--- src/rtl/ebpwm_consts.svh ---
// Register offsets, field positions, reset values and timing counts of the PWM timer.
`ifndef EBPWM_CONSTS_SVH
`define EBPWM_CONSTS_SVH
// ---------------------------------------------------------------------------
// Register byte offsets.
// ---------------------------------------------------------------------------
`define EBPWM_OFF_MODE    12'h000
`define EBPWM_OFF_PERIOD  12'h004
`define EBPWM_OFF_DUTY    12'h008
`define EBPWM_OFF_STATUS  12'h00C
`define EBPWM_OFF_MASK    12'h010
`define EBPWM_OFF_PORT    12'h014
// ---------------------------------------------------------------------------
// Field positions in the mode register.
// ---------------------------------------------------------------------------
`define EBPWM_BIT_RUN     0
`define EBPWM_BIT_LEVEL   1
`define EBPWM_BIT_OE      2
`define EBPWM_BIT_CKS     4
`define EBPWM_CKS_W       3
// ---------------------------------------------------------------------------
// Field positions in the port register.
// ---------------------------------------------------------------------------
`define EBPWM_BIT_LATCH_A 0
`define EBPWM_BIT_MODE_A  1
`define EBPWM_BIT_LATCH_B 2
`define EBPWM_BIT_MODE_B  3
// ---------------------------------------------------------------------------
// Reset values and timing.
// ---------------------------------------------------------------------------
`define EBPWM_RST_MODE    8'h00
`define EBPWM_RST_PERIOD  8'hFF
`define EBPWM_RST_DUTY    8'h00
`define EBPWM_RST_PORT    4'hF
`define EBPWM_DUTY_DELAY  3
`endif

--- src/rtl/ebpwm_pkg.sv ---
// Types shared by the PWM timer modules.
package ebpwm_pkg;
   // Delivery state of a freshly written duty value.
   typedef enum logic [1:0] {
      EBPWM_DUTY_IDLE = 2'b00,
      EBPWM_DUTY_WAIT = 2'b01
   } ebpwm_duty_state_type;
endpackage : ebpwm_pkg

--- src/rtl/ebpwm_prescaler.sv ---
// Count clock prescaler producing a one-cycle tick at the selected rate.
`timescale 1ns/1ps
module ebpwm_prescaler
   import ebpwm_pkg::*;
#(
   parameter int DIV_W = 12
) (
   // Clock and reset.
   input  wire logic       pclk,
   input  wire logic       presetn,
   // Control.
   input  wire logic [2:0] sel,
   // Tick out.
   output logic            tick
);
   // A narrower divider cannot reach the slowest count clock, so refuse it.
   if (DIV_W < 12) begin : g_bad_div
      $error("DIV_W must be at least 12");
   end

   logic [DIV_W-1:0] div_q;   // Free-running divider.
   logic [DIV_W-1:0] div_d;   // Next divider value.
   logic [DIV_W-1:0] wrap;    // Mask of low bits that must all be one.

   assign div_d = div_q + {{(DIV_W-1){1'b0}}, 1'b1};
   // Divide ratios 1, 2, 4, 16, 64, 256, 1024, 4096.
   assign wrap = (sel == 3'h0) ? '0 :
                 (sel == 3'h1) ? DIV_W'(12'h001) :
                 (sel == 3'h2) ? DIV_W'(12'h003) :
                 (sel == 3'h3) ? DIV_W'(12'h00F) :
                 (sel == 3'h4) ? DIV_W'(12'h03F) :
                 (sel == 3'h5) ? DIV_W'(12'h0FF) :
                 (sel == 3'h6) ? DIV_W'(12'h3FF) : DIV_W'(12'hFFF);
   // A tick is issued when all masked low bits are ones.
   assign tick = ((div_q & wrap) == wrap);

   // ------------------------------------------------------------------------
   // Divider register.
   // ------------------------------------------------------------------------
   always_ff @(posedge pclk or negedge presetn) begin
      if (!presetn) begin
         div_q <= '0;
      end else begin
         div_q <= div_d;
      end
   end
endmodule : ebpwm_prescaler

--- src/rtl/ebpwm_timer.sv ---
// Eight-bit PWM timer channel with an APB register slave.
//
// Contract
// Writing run bit one starts counting.
// Writing run bit zero stops counting.
// Software never rewrites period while running.
// Software keeps duty below period, 8-bit.
// Output disabled holds pin low.
// Latch one holds disabled pin high.
// Start level follows level select bit.
// Pin inverts on counter-period match.
// Software zeroes port mode and latch.
// Period is count clock times period+1.
// High width set by duty and level.
// Interrupt on tick after period match.
// Duty reaches compare three clocks late.
// Counter counts up, wraps to zero.
// Counter value is never readable.
//
// Local design decisions: the APB slave port and the register offsets.
`timescale 1ns/1ps
`include "ebpwm_consts.svh"
module ebpwm_timer
   import ebpwm_pkg::*;
#(
   parameter int DIV_W = 12
) (
   // Clock and reset.
   input  wire logic        pclk,
   input  wire logic        presetn,
   // APB slave.
   input  wire logic        psel,
   input  wire logic        penable,
   input  wire logic        pwrite,
   input  wire logic [11:0] paddr,
   input  wire logic [31:0] pwdata,
   input  wire logic [3:0]  pstrb,
   output logic [31:0]      prdata,
   output logic             pready,
   output logic             pslverr,
   // Timer output pin and interrupt.
   output logic             pwm_output_pin,
   output logic             pwm_output_pin_oe,
   output logic             compare_irq
);
   // ------------------------------------------------------------------------
   // Register state.
   // ------------------------------------------------------------------------
   logic [7:0]  timer_mode_reg_q;      // Run, level, enable, clock select.
   logic [7:0]  period_compare_q;      // Period compare value.
   logic [7:0]  duty_compare_q;        // Software-visible duty value.
   logic [7:0]  duty_active_q;         // Duty value used by the comparator.
   logic [1:0]  duty_cnt_q;            // Operating clocks since duty write.
   ebpwm_duty_state_type duty_st_q;    // Duty transfer state.
   logic [3:0]  port_q;                // Port latch and mode bits.
   logic        status_q;              // Sticky compare event.
   logic        mask_q;                // Interrupt enable for the event.
   logic [7:0]  count_q;               // Up-counter, never readable.
   logic        level_q;               // Waveform level.
   logic        run_q;                 // Run bit delayed, for start detect.
   logic [31:0] prdata_q;              // Registered read data.
   logic        pend_q;                // Period match seen, waiting for tick.

   // ------------------------------------------------------------------------
   // Bus decode.
   // ------------------------------------------------------------------------
   wire        access    = psel && penable;
   wire        wr        = access && pwrite && pstrb[0];
   wire        rd_setup  = psel && !penable && !pwrite;
   wire        hit_mode  = (paddr == `EBPWM_OFF_MODE);
   wire        hit_per   = (paddr == `EBPWM_OFF_PERIOD);
   wire        hit_duty  = (paddr == `EBPWM_OFF_DUTY);
   wire        hit_stat  = (paddr == `EBPWM_OFF_STATUS);
   wire        hit_mask  = (paddr == `EBPWM_OFF_MASK);
   wire        hit_port  = (paddr == `EBPWM_OFF_PORT);
   wire        mapped    = hit_mode | hit_per | hit_duty | hit_stat | hit_mask | hit_port;
   wire        run       = timer_mode_reg_q[`EBPWM_BIT_RUN];
   wire        lvl_sel   = timer_mode_reg_q[`EBPWM_BIT_LEVEL];
   wire        oe_bit    = timer_mode_reg_q[`EBPWM_BIT_OE];
   wire [2:0]  cks       = timer_mode_reg_q[`EBPWM_BIT_CKS +: `EBPWM_CKS_W];
   wire        tick;
   wire        per_match = (count_q == period_compare_q);
   wire        duty_match = (count_q == duty_active_q);
   wire        start     = run && !run_q;
   wire        event_set = run && tick && pend_q;
   wire        latch_a   = port_q[`EBPWM_BIT_LATCH_A];
   wire [31:0] rd_mux;

   // The counter is deliberately absent from the read mux.  //
   assign rd_mux = hit_mode ? {24'h000000, timer_mode_reg_q} :
                   hit_per  ? {24'h000000, period_compare_q} :
                   hit_duty ? {24'h000000, duty_compare_q} :
                   hit_stat ? {31'h00000000, status_q} :
                   hit_mask ? {31'h00000000, mask_q} :
                   hit_port ? {28'h0000000, port_q} : 32'h00000000;

   // The slave answers without wait states; unmapped addresses error.
   assign pready  = 1'b1;
   assign pslverr = access && !mapped;
   assign prdata  = prdata_q;

   // ------------------------------------------------------------------------
   // Count clock prescaler.
   // ------------------------------------------------------------------------
   ebpwm_prescaler #(
      .DIV_W (DIV_W)
   ) u_presc (
      .pclk    (pclk),
      .presetn (presetn),
      .sel     (cks),
      .tick    (tick)
   );

   // Read data is captured in the setup phase so it is stable in access.
   always_ff @(posedge pclk or negedge presetn) begin
      if (!presetn) begin
         prdata_q <= 32'h00000000;
      end else if (rd_setup) begin
         prdata_q <= rd_mux;
      end
   end

   // ------------------------------------------------------------------------
   // Software registers.
   // ------------------------------------------------------------------------
   // Period writes during running are ignored as a guard.  //
   always_ff @(posedge pclk or negedge presetn) begin
      if (!presetn) begin
         timer_mode_reg_q <= `EBPWM_RST_MODE;
         period_compare_q <= `EBPWM_RST_PERIOD;
         duty_compare_q   <= `EBPWM_RST_DUTY;
         port_q           <= `EBPWM_RST_PORT;
         mask_q           <= 1'b0;
      end else if (wr) begin
         if (hit_mode) begin
            timer_mode_reg_q <= pwdata[7:0];     // see R1
         end
         if (hit_per && !run) begin
            period_compare_q <= pwdata[7:0];
         end
         if (hit_duty) begin
            duty_compare_q <= pwdata[7:0];
         end
         if (hit_port) begin
            port_q <= pwdata[3:0];
         end
         if (hit_mask) begin
            mask_q <= pwdata[0];
         end
      end
   end

   // Sticky status; a new event wins over a write-one clear.
   always_ff @(posedge pclk or negedge presetn) begin
      if (!presetn) begin
         status_q <= 1'b0;
      end else if (event_set) begin
         status_q <= 1'b1;
      end else if (wr && hit_stat && pwdata[0]) begin
         status_q <= 1'b0;
      end
   end

   assign compare_irq = status_q && mask_q;

   // ------------------------------------------------------------------------
   // Duty transfer: three operating clocks from write to comparator.
   // ------------------------------------------------------------------------
   always_ff @(posedge pclk or negedge presetn) begin
      if (!presetn) begin
         duty_st_q     <= EBPWM_DUTY_IDLE;
         duty_cnt_q    <= 2'h0;
         duty_active_q <= `EBPWM_RST_DUTY;
      end else if (wr && hit_duty) begin
         duty_st_q  <= EBPWM_DUTY_WAIT;
         duty_cnt_q <= 2'h0;
      end else begin
         unique case (duty_st_q)
            EBPWM_DUTY_IDLE: begin
               duty_cnt_q <= 2'h0;
            end
            EBPWM_DUTY_WAIT: begin
               if (tick) begin
                  if (duty_cnt_q == 2'(`EBPWM_DUTY_DELAY - 1)) begin
                     duty_active_q <= duty_compare_q;
                     duty_st_q     <= EBPWM_DUTY_IDLE;
                  end else begin
                     duty_cnt_q <= duty_cnt_q + 2'h1;
                  end
               end
            end
            default: begin
               duty_st_q <= EBPWM_DUTY_IDLE;
            end
         endcase
      end
   end

   // ------------------------------------------------------------------------
   // Counter and waveform.
   // ------------------------------------------------------------------------
   // The counter runs 0..period, so one PWM cycle is period+1 ticks.
   always_ff @(posedge pclk or negedge presetn) begin
      if (!presetn) begin
         count_q <= 8'h00;
         pend_q  <= 1'b0;
         run_q   <= 1'b0;
         level_q <= 1'b0;
      end else begin
         run_q <= run;
         if (!run) begin
            count_q <= 8'h00;
            pend_q  <= 1'b0;
            level_q <= lvl_sel;
         end else if (start) begin
            count_q <= 8'h00;
            level_q <= lvl_sel;
         end else if (tick) begin
            pend_q <= per_match;
            // Levels are set, not toggled: a blind toggle would flip the phase
            // in the first cycle after start or when a new duty lands mid-cycle.
            if (per_match) begin
               count_q <= 8'h00;                 // see R14
               level_q <= ~lvl_sel;
            end else begin
               count_q <= count_q + 8'h01;
               if (duty_match) begin
                  level_q <= lvl_sel;
               end
            end
         end
      end
   end

   // Disabled output reads low, or high through the port latch.
   // The waveform only shows while the shared pin's mode and latch are zero.
   assign pwm_output_pin    = oe_bit ? (level_q && (port_q == 4'h0)) : latch_a;  // see R5
   assign pwm_output_pin_oe = 1'b1;
endmodule : ebpwm_timer

--- config.mk ---
export PLATFORM = sky130hd
export DESIGN_NAME = ebpwm_timer
export DESIGN_NICKNAME = d
export VERILOG_FILES = /design/src/rtl/ebpwm_pkg.sv /design/src/rtl/ebpwm_prescaler.sv /design/src/rtl/ebpwm_timer.sv
export VERILOG_INCLUDE_DIRS = /design/src /design/src/rtl
export SDC_FILE = /design/constraint.sdc
export NUM_CORES = 1
export LEC_CHECK = 0
export ABC_AREA = 0
export BUFFER_PORTS_ARGS = -buffer_cell sky130_fd_sc_hd__buf_2
export CORE_MARGIN = 5
export CORE_UTILIZATION = 40
export DETAILED_ROUTE_END_ITERATION = 12
export PLACE_DENSITY = 0.64
export SETUP_SLACK_MARGIN = 0.5
export SLEW_MARGIN = 20
export SYNTH_ARGS = -nofsm -noshare
export SYNTH_HDL_FRONTEND = slang
export SYNTH_SLANG_ARGS = --single-unit
--- constraint.sdc ---
create_clock -name pclk -period 6.3 [get_ports pclk]
set_input_delay 1.575 -clock pclk [delete_from_list [all_inputs] [get_ports pclk]]
set_output_delay 1.575 -clock pclk [all_outputs]
set_load 0.005 [all_outputs]
==> Word level (Yosys, flattened, before mapping) <==
Index checks and enable logic that the tools add are counted.
{ "totals": {"output_inout_bits": 37, "ff_bits": 97, "word_cells": 122, "inputBits": 53} }
{ "op_classes": {"n_mux": 36, "addsub": 3, "bitwise": 8, "n_eq_ne": 24, "n_reduce_logical": 36} }
{ "ops": {"columns": ["operator", "count"], "rows": [
  ["$mux W12", 7],
  ["$mux W8", 7],
  ["$eq A12 B4 Y1 const B", 2],
  ["$eq A12 B5 Y1 const B", 2],
  ["$eq A8 B8 Y1", 2],
  ["$logic_and A1 B1 Y1", 15],
  ["$reduce_and A2 Y1", 7],
  ["$add A12 B1 Y12 const B", 1],
  ["$and A12 B12 Y12", 1],
  ["$eq A12 B12 Y1", 1],
  ["$eq A12 B3 Y1 const B", 1],
  ["$logic_not A12 Y1", 1],
  ["$mux W2", 6],
  ["$mux W4", 3],
  ["$mux W1", 11],
  ["$eq A3 B3 Y1 const B", 3],
  ["$ne A3 B3 Y1 const B", 3],
  ["$add A8 B1 Y8 const B", 1],
  ["$pmux W2 S2", 2],
  ["$eq A3 B2 Y1 const B", 2],
  ["$reduce_and A3 Y1", 2],
  ["$logic_not A1 Y1", 5],
  ["$or A1 B1 Y1", 5],
  ["$logic_not A4 Y1", 1],
  ["other kinds (14)", 16]
]} }

==> Longest topological paths before layout <==
Gate-level depths: netlist of the first run.
{ "depth": {"word_depth": 13, "mapped_depth": 7, "depth_no_buf": 6} }

==> Hierarchy <==
Synthesis of the first run repeated with hierarchy kept, for this count alone.
{ "unflattened": {"hier_cells": 345, "hier_area_um2": 3769.9} }
{ "modules_own_cells": {"columns": ["module", "cells_each", "instances", "seq_area_each_um2", "area_each_um2"], "rows": [
  ["ebpwm_timer", 294, 1, 1516.5, 3229.3],
  ["ebpwm_prescaler", 51, 1, 300.3, 540.5]
]} }

==> Least setup slack after synthesis of the first run <==
OpenSTA, ideal clock, no wires.
{ "synth_timing": {"path_type": "input-to-output", "startpoint": "input port paddr[10]", "endpoint": "output port pslverr", "path_buffers": 0, "required_time_ps": 4725, "path_stages": 3, "path_slack_ps": 2107, "arrival_time_ps": 2618, "cell_sequence": "or4_4 nor3_1 a21oi_1"} }
{ "synth_via": {"elab_chain_len": 8, "word_cells_on_any_way": 13, "classes_between": "eq/ne (5); bitwise (5); reduce/logical (3)"} }
{ "synth_rtl": {"columns": ["item", "line_no", "source"], "rows": [
  ["from (decl)", "ebpwm_timer.sv:35", "input wire logic [11:0] paddr,"],
  ["$eq A12 B3 Y1 (no line) / $logic_not A12 Y1 (equally long branches)", null, null],
  ["$or A1 B1 Y1 (4 in a row)", "ebpwm_timer.sv:76", "wire mapped = hit_mode | hit_per | hit_duty | hit_stat | hit_mask | hit_port;"],
  ["$or A1 B1 Y1 *", "ebpwm_timer.sv:76", null],
  ["$logic_not A1 Y1 *", "ebpwm_timer.sv:99", "assign pslverr = access && !mapped;"],
  ["$logic_and A1 B1 Y1 *", "ebpwm_timer.sv:99", null],
  ["to (decl)", "ebpwm_timer.sv:40", "output logic pslverr,"]
]} }
Mark *: on every way between the ends. The rest lies on a longest branch, timed or not.

==> Worst setup path after layout of the first run <==
Ends and elaborated chain as after synthesis.

==> results of run 1 <==
-- worst max-delay path: cells and delay by family --
kind	cells	cell delay, ns
buffers and inverters	2	0.26
and+or+nand+nor	2	1.13
AOI/OAI and AO/OA	1	0.13
-- flip-flops by register name (all words and copies together), names as in the netlist --
| name | cells |
|---|---|
| duty_compare_q | 8 |
| mask_q | 1 |
| u_presc.div_q | 12 |
| level_q | 1 |
| pend_q | 1 |
| duty_active_q | 8 |
| status_q | 1 |
| prdata | 8 |
| port_q | 4 |
| period_compare_q | 8 |
| count_q | 8 |
| duty_st_q | 1 |
| timer_mode_reg_q | 8 |
| run_q | 1 |
| duty_cnt_q | 2 |
-- kinds of logic (layout without fill, tap and decap cells) --
kind of cell	count (synthesis)	count (layout)	synth area share, %
buf+inv	42	60	7.05
mux	36	36	10.7
flops	72	72	48.0
simple gates	95	95	16.0
compound gates	63	63	10.9
xor+xnor	26	26	6.02
fa+ha+maj	3	3	0.993
other cells	2	26	0.199
-- power breakdown --
group	internal, mW	leakage [nW]	switching (mW)
clock	0.193	0.0993	0.175
sequential	0.469	0.934	0.00330
combinational	0.0182	0.971	0.0324
total	0.681	2.00	0.210
-- metal layers --
metal  part of all wire (%)  GRT usage (%)  vias to the layer above
li1                       -              -                     1256
met1                     46           20.1                     1324
met2                     48           22.8                       60
met3                    4.3           3.31                       11
met4                    1.5           5.02                        0
met5                      0              0                        -
-- stage by stage --
stage          power [mW]  utilization [%]
6_report            0.891             45.3
5_1_grt             0.931             45.3
4_1_cts             0.900             45.3
3_5_place_dp        0.533             43.1
3_3_place_gp        0.532             43.1
2_1_floorplan       0.514                -
-- final cells by class --
cell class | count | area [um^2]
timing repair buffer | 37 | 188
inverter | 7 | 26.3
sequential | 72 | 1820
clock buffer | 11 | 141
fill | 863 | 5060
clock inverter | 5 | 56.3
tap | 129 | 161
multi-input combinational | 249 | 1790
-- synth_stat cells (8+ instances only) --
master / instances / area (um^2)
dfrtp_1: 60 / 1500
mux2_2: 35 / 394
buf_4: 26 / 195
a21oi_1: 21 / 105
xor2_1: 19 / 166
nand2_1: 18 / 67.6
nand3_1: 14 / 70.1
o21ai_0: 14 / 70.1
nor2_1: 13 / 48.8
dfstp_2: 12 / 315
and3_1: 8 / 50.1
-- path summary, 6_finish.rpt --
kind                                       start                   to  slack [ns]  depth (start not counted)
max in group asynchronous                presetn  timer_mode_reg_q[0]        4.29                          2
min in group asynchronous                presetn  timer_mode_reg_q[5]        1.43                          2
worst min-delay path            u_presc.div_q[9]     u_presc.div_q[9]        0.49                          1
worst max-delay path                   paddr[10]              pslverr        1.62                          5
worst min register to register  u_presc.div_q[9]     u_presc.div_q[9]        0.49                          1
worst max register to register        count_q[5]              level_q        3.53                          5
==> flow_summary_export.csv, run 1 <==
group,metric,value,unit
status,status,"finished, final reports clean",
layout,layout_commonest_cell,"dfrtp_1",
critical_path,worstPathRequired,4.72,ns
clocking,cts_tree,"yes",
place,dp_hpwl,5.64,mm
layout,syn_to_final_growth,10.6,%
place,post-place-cells,494,
sta,finalCriticalPeriod,4.68,ns
clocking,post_cts_resized,0,
clocking,hold_buffers,0,
critical_path,crit_slowest_cell,"nor3_1",
place,port_buffers,36,
place,post-place-ws,1.64,ns
sta,fin_ws,1.62,ns
drt,num_vias,2651,
synth,synth_flop_cell,"dfrtp_1",
floorplan,io-pin-count,90,
sta,fin_setup_tns,0,ns
power_and_ir_drop,ir_drop,0.000146,V
worst_hold_path,hold_class,"flip-flop to flip-flop",
floorplan,die_w,107,um
synth,synth.avg_cell_area,11.2,um^2
drt,drtIter0Drc,160,
grt,overflow,0,
sta,finalCritPeriodShare,74.3,%
layout,drive_gt1_share,29.1,%
flow_run,drv_cap,0,
sta,fmax,0.214,GHz
grt,first_global_vias,2611,
sta,tightest_slew,1.04,ns
sta,finClkSkew,0.00870,ns
clocking,cts_max_level,3,
synth,synth-edff-count,0,
floorplan,die_h,107,um
grt,grt_pass1_wl,13.2,mm
clocking,clkSinkCount,72,
critical_path,cp-end-kind,"output pin",
clocking,cts_buffer_depth,2,
grt,antenna_found_initial,0,
layout,final_area,0.00418,mm^2
critical_path,cp.arrival,3.11,ns
synth,ys_seq_area_share,48.0,%
critical_path,cp_common_cell,"buf_2",
synth,ys_seq_elements,72,
drt,drc,0,
floorplan,initial_utilization,40.9,%
floorplan,num_rows,35,
clocking,path_clk_slew,0.08,ns
sta,hold_violations,0,
critical_path,slowest_delay,0.58,ns
layout,final_cells,510,
synth,synth.distinct_cells,55,
clocking,worstSkewPairLatency,0.35,ns
synth,syn_area,0.00378,mm^2
sta,maxSlewViolCount,0,
sta,maxSlewHeadroom,29.9,%
layout,final_cell_mix,"dfrtp_1 (60), buf_2 (36), mux2_2 (35), conb_1 (26), a21oi_1 (21)",
place,place_congestion,0.780,
drt,wl,7.99,mm
layout,num_antenna_cells,0,
floorplan,core_region_area,0.00924,mm^2
critical_path,crit_chain,"buf_2 -> or4_4 -> nor3_1 -> a21oi_1 -> buf_2",
clocking,clockRootBuffer,"clkbuf_8",
synth,ys_async_sr_fraction,100,%
critical_path,critical_path_class,"input pin to output pin",
synth,syn_inst,339,
grt,track_usage,14.6,%
layout,layout.nets,432,
critical_path,startpoint_type,"input pin",
drt,drt_pass1_iterations,4,
drt,drt-wirelength-per-cell,15.7,um
sta,hold_slack,0.487,ns
drt,drtAntennaViolNets,0,
clocking,numCtsBuffers,9,
power_and_ir_drop,power.density,213,mW/mm^2
floorplan,die-area,0.0115,mm^2
drt,vias_per_cell,5.20,
sta,setup_viol,0,
synth,synth_warnings,0,
critical_path,cp_max_fo,5,
grt,grt_max_degree,73,
power_and_ir_drop,p_leak,2.00,nW
clocking,postCtsSetupBuffers,0,
place,placedInstanceArea,0.00399,mm^2
sta,rsz0062_at_grt,"false",
No activity file was read; power rests on OpenSTA's default activity.
==> inputs of run 2 (changes only) <==
--- a/config.mk
+++ b/config.mk
@@ -6,12 +6,12 @@
 export SDC_FILE = /design/constraint.sdc
 export NUM_CORES = 1
 export LEC_CHECK = 0
-export ABC_AREA = 0
+export ABC_AREA = 1
 export BUFFER_PORTS_ARGS = -buffer_cell sky130_fd_sc_hd__buf_2
 export CORE_MARGIN = 5
 export CORE_UTILIZATION = 40
 export DETAILED_ROUTE_END_ITERATION = 12
-export PLACE_DENSITY = 0.64
+export PLACE_DENSITY = 0.66
 export SETUP_SLACK_MARGIN = 0.5
 export SLEW_MARGIN = 20
 export SYNTH_ARGS = -nofsm -noshare
==> constraint.sdc (replaced) <==
create_clock -name pclk -period 3.85 [get_ports pclk]
set_input_delay 0.9625 -clock pclk [delete_from_list [all_inputs] [get_ports pclk]]
set_output_delay 0.9625 -clock pclk [all_outputs]
set_load 0.005 [all_outputs]
==> flow_summary_export.csv, run 2 <==
group,metric,value,unit
status,status,"finished, final reports clean",
sta,finClkSkew,0.00733,ns
clocking,cts_buffer_depth,2,
clocking,worstSkewPairLatency,0.34,ns
synth,yosysMostFrequentCell,"nand2_1",
critical_path,startpoint_type,"input pin",
drt,num_vias,3452,
drt,drtIter0Drc,187,
power_and_ir_drop,power.density,330,mW/mm^2
clocking,clkSinkCount,72,
layout,num_antenna_cells,0,
sta,tightest_slew,0.898,ns
floorplan,initial_utilization,40.3,%
synth,ys_seq_elements,72,
power_and_ir_drop,finalPower,1.49,mW
synth,synth.avg_cell_area,7.59,um^2
critical_path,critical_path_class,"input pin to output pin",
layout,nFillCells,1068,
floorplan,num_rows,37,
layout,final_cells,718,
layout,layout.nets,634,
power_and_ir_drop,ir_drop,0.000236,V
place,dp_hpwl,6.96,mm
clocking,postCtsSetupBuffers,0,
floorplan,die_h,111,um
clocking,post_cts_resized,0,
sta,finalCriticalPeriod,2.98,ns
layout,largest_reg_flops,12,
grt,overflow,0,
layout,largest-register,"u_presc.div_q",
critical_path,cp-end-kind,"output pin",
power_and_ir_drop,p_leak,2.31,nW
layout,drive_gt1_share,15.1,%
critical_path,ff2ff_path_depth,9,
synth,synth_warnings,0,
synth,ys_seq_area_share,44.2,%
layout,layout_commonest_cell,"nand2_1",
synth,syn_inst,541,
synth,synth.distinct_cells,37,
sta,maxSlewHeadroom,40.2,%
sta,setup_viol,0,
synth,synth-edff-count,0,
sta,hold_violations,0,
grt,first_global_vias,3270,
sta,fin_setup_tns,0,ns
drt,drtAntennaViolNets,0,
grt,track_usage,14.9,%
sta,fin_ws,0.867,ns
drt,drt_pass1_iterations,4,
synth,yosysTopAreaCellShare,36.6,%
place,place_congestion,0.847,
grt,grt_max_degree,73,
synth,synth_flop_cell,"dfrtp_1",
place,post-place-cells,703,
drt,drc,0,
flow_run,drv_cap,0,
synth,synth.area.top_cells,"dfrtp_1 (37%), nand2_1 (16%), dfstp_2 (7.7%)",
synth,syn_area,0.00411,mm^2
grt,grt_pass1_wl,15.1,mm
critical_path,worstPathRequired,2.89,ns
sta,maxSlewViolCount,0,
sta,rsz0062_at_grt,"false",
synth,ys_async_sr_fraction,100,%
synth,synthTopCellsByCount,"nand2_1 (174), inv_1 (63), dfrtp_1 (60)",
floorplan,die_w,111,um
layout,final_area,0.00453,mm^2
drt,vias_per_cell,4.81,
worst_hold_path,hold_class,"flip-flop to flip-flop",
layout,final_cell_mix,"nand2_1 (174), inv_1 (63), dfrtp_1 (60), o21ai_0 (42)",
critical_path,cp_max_fo,10,
drt,wl,9.17,mm
place,port_buffers,36,
place,placedInstanceArea,0.00431,mm^2
grt,antenna_found_initial,0,
floorplan,io-pin-count,90,
clocking,numCtsBuffers,9,
sta,fmax,0.335,GHz
floorplan,core_region_area,0.0102,mm^2
drt,drt-wirelength-per-cell,12.8,um
clocking,cts_max_level,3,
place,post-place-ws,0.856,ns
clocking,path_clk_slew,0.08,ns
clocking,hold_buffers,0,
synth,synth_largest_area_cell,"dfrtp_1",
floorplan,die-area,0.0124,mm^2
worst_hold_path,hold_depth,2,
clocking,cts_tree,"yes",
layout,syn_to_final_growth,10.2,%
clocking,clockRootBuffer,"clkbuf_8",
critical_path,cp.arrival,2.02,ns
sta,finalCritPeriodShare,77.5,%
[run 2: changes by cell type after synthesis, moves of 15 or more]
cell / previous run / this run
nand2_1: 18 / 174
inv_1: 7 / 63
a21oi_1: 21 / 6
o21ai_0: 14 / 42
nand3_1: 14 / 36
nor2_1: 13 / 31
mux2_2: 35 / 0
[run 2: area by class of cell]
class	count	area (um^2)	share of cell area [%]
Sequential cell	72	1820	40.1
Tap cell	136	170	3.76
Inverter	67	251	5.55
Timing Repair Buffer	38	195	4.31
Multi-Input combinational cell	390	1870	41.4
Clock buffer	12	155	3.43
Clock inverter	3	65.1	1.44
[run 2: path summary, 6_finish.rpt]
kind	slack (ns)	end	from
setup / recovery	0.87	pslverr	paddr[7]
min in group asynchronous	0.79	mask_q	presetn
hold reg to reg	0.48	prdata[1]	prdata[1]
setup reg to reg	2.05	level_q	timer_mode_reg_q[6]
hold / removal	0.48	prdata[1]	prdata[1]
max in group asynchronous	2.43	duty_compare_q[6]	presetn
[run 2: power by group]
group / internal [mW] / leakage, nW / switching, mW
logic: 0.0185 / 1.25 / 0.0437
clock network: 0.396 / 0.112 / 0.274
registers: 0.759 / 0.941 / 0.00112
[run 2: critical path, cell delays in order]
cell     delay, ns
buf_2         0.10
nor2_2        0.13
nand2_2       0.13
nor2_4        0.21
nand2_2       0.19
nand4_1       0.14
nor3_1        0.05
buf_2         0.12
[run 2: cells by family (layout without fill, tap and decap cells)]
family | count (synthesis) | count (layout) | synth area share (%)
fa+ha+maj | 3 | 3 | 0.914
flops | 72 | 72 | 44.2
buf+inv | 103 | 120 | 12.3
other cells | 2 | 26 | 0.183
compound gates | 62 | 62 | 7.80
simple gates | 278 | 278 | 30.1
xor+xnor | 21 | 21 | 4.48
[run 2: metrics by stage]
stage,utilization (%),hold WS (ns)
6_report,44.5,0.481
5_1_grt,44.5,0.494
4_1_cts,44.5,0.482
3_5_place_dp,42.3,0.463
3_3_place_gp,42.3,0.460
2_1_floorplan,-,0.372
[run 2: routing by layer]
| layer | vias to the layer above | GRT usage (%) | part of all wire [%] |
|---|---|---|---|
| met2 | 82 | 25.3 | 48 |
| met1 | 1639 | 19.6 | 47 |
| met3 | 7 | 2.72 | 4.5 |
| li1 | 1724 | - | - |
| met4 | 0 | 4.14 | 1.1 |
| met5 | - | 0 | 0 |
==> inputs of run 3 (changes only) <==
==> constraint.sdc (replaced) <==
create_clock -name pclk -period 2.45 [get_ports pclk]
set_input_delay 0.6125 -clock pclk [delete_from_list [all_inputs] [get_ports pclk]]
set_output_delay 0.6125 -clock pclk [all_outputs]
set_load 0.005 [all_outputs]
==> flow_summary_export.csv, run 3 (synthesized netlist as in run 2, its figures left out) <==
group,metric,value,unit
clocking,worstSkewPairLatency,0.35,ns
critical_path,cp-end-kind,"output pin",
floorplan,die_w,111,um
layout,syn_to_final_growth,14.3,%
clocking,path_clk_slew,0.08,ns
critical_path,cp_max_fo,5,
layout,layout_commonest_cell,"nand2_1",
clocking,clkSinkCount,72,
floorplan,die-area,0.0124,mm^2
power_and_ir_drop,power.density,522,mW/mm^2
floorplan,die_h,111,um
sta,finalCriticalPeriod,2.18,ns
drt,wl,9.35,mm
floorplan,io-pin-count,90,
critical_path,startpoint_type,"input pin",
flow_run,drv_cap,0,
grt,overflow,0,
layout,largest-register,"u_presc.div_q",
clocking,cts_max_level,3,
sta,hold_violations,0,
clocking,hold_buffers,0,
sta,fin_setup_tns,0,ns
clocking,cts_buffer_depth,2,
sta,maxSlewViolCount,0,
layout,finalCoreUtilization,46.1,%
layout,final_cell_mix,"nand2_1 (173), inv_1 (62), dfrtp_1 (60), o21ai_0 (41), nand3_1 (36)",
worst_hold_path,hold_class,"input pin to async pin",
drt,drt-wirelength-per-cell,12.8,um
layout,nFillCells,1034,
floorplan,initial_utilization,40.3,%
power_and_ir_drop,ir_drop,0.000346,V
clocking,numCtsBuffers,9,
sta,fmax,0.458,GHz
status,status,"finished, final reports clean",
drt,drt_pass1_iterations,5,
critical_path,worstPathRequired,1.84,ns
drt,num_vias,3439,
layout,drive_gt1_share,17.9,%
grt,antenna_found_initial,0,
place,port_buffers,36,
drt,drtIter0Drc,219,
floorplan,num_rows,37,
drt,drc,0,
sta,maxSlewHeadroom,62.4,%
grt,first_global_vias,3209,
sta,rsz0062_at_grt,"true",
sta,finalCritPeriodShare,89.0,%
sta,setup_viol,0,
critical_path,cp.arrival,1.57,ns
critical_path,critical_path_class,"input pin to output pin",
power_and_ir_drop,p_leak,2.39,nW
place,place_congestion,0.863,
place,dp_hpwl,6.88,mm
grt,grt_pass1_wl,15.3,mm
sta,finClkSkew,0.0119,ns
layout,layout.nets,644,
drt,vias_per_cell,4.72,
floorplan,core_region_area,0.0102,mm^2
sta,tightest_slew,0.559,ns
clocking,cts_tree,"yes",
layout,num_antenna_cells,0,
layout,largest_reg_flops,12,
grt,track_usage,15.1,%
drt,drtAntennaViolNets,0,
clocking,clockRootBuffer,"clkbuf_8",
grt,grt_max_degree,73,
-- run 3: cell types whose count changed in the layout (fill, tap and decap cells not counted), sizes merged --
cell,previous run,this run
clkinvlp,0,1
bufinv,2,3
clkinv,1,3
buf,38,48
clkbuf,12,9
-- run 3: report_power, final --
group / total, mW / internal (mW) / switching (mW)
sequential: 1.19 / 1.19 / 0.00175
combinational: 0.109 / 0.0371 / 0.0718
clock: 1.15 / 0.678 / 0.471
total: 2.45 / 1.91 / 0.544
-- run 3: final timing paths --
kind	from	to	slack [ns]	depth (start not counted)
min	presetn	mask_q	0.27	2
max reg2reg	timer_mode_reg_q[5]	duty_active_q[2]	0.75	10
max	paddr[10]	pslverr	0.27	8
max in group asynchronous	presetn	period_compare_q[2]	1.82	2
min reg2reg	prdata[5]	prdata[5]	0.48	2
min in group pclk	prdata[5]	prdata[5]	0.48	2
-- run 3: worst max-delay path, cell delays in order --
cell,delay [ns]
buf_6,0.10
nor2_4,0.11
nand3_4,0.11
nor2_4,0.19
nand4_1,0.14
nand4_1,0.14
nor3_2,0.05
buf_2,0.12
-- run 3: through the flow --
step,cells,instance area [um^2],hold slack (ns),total power [mW],setup slack [ns]
floorplan,565,4200,0.317,1.28,0.556
global placement,706,4340,0.459,1.32,0.276
detailed placement,706,4340,0.466,1.32,0.249
CTS,726,4630,0.304,2.46,0.288
global route,729,4690,0.323,2.54,0.205
finish,729,4690,0.274,2.45,0.269
-- run 3: repair_timing --
| item | 4_1_cts | 5_1_grt |
|---|---|---|
| resized for setup | 4 | 9 |
| pin swaps | 4 | 12 |
| gates cloned | 0 | 0 |
| setup buffers | 4 | 3 |
| endpoints found under the setup margin | 2 | 10 |
-- run 3: area by class of cell --
cell class / count / area (um^2) / share of cell area (%)
repair buffers: 48 / 302 / 6.42
multi-input cells: 390 / 1910 / 40.7
well taps: 136 / 170 / 3.63
flip-flops and latches: 72 / 1820 / 38.7
inverters: 67 / 251 / 5.36
clock buffers: 9 / 124 / 2.64
clock inverters: 7 / 120 / 2.56
-- run 3: routing by layer --
layer | wire (um) | up-vias | global-route usage [%]
li1 | - | 1741 | -
met1 | 4350 | 1595 | 20.7
met2 | 4370 | 86 | 24.4
met3 | 469 | 17 | 2.99
met4 | 163 | 0 | 4.70
met5 | 0 | - | 0
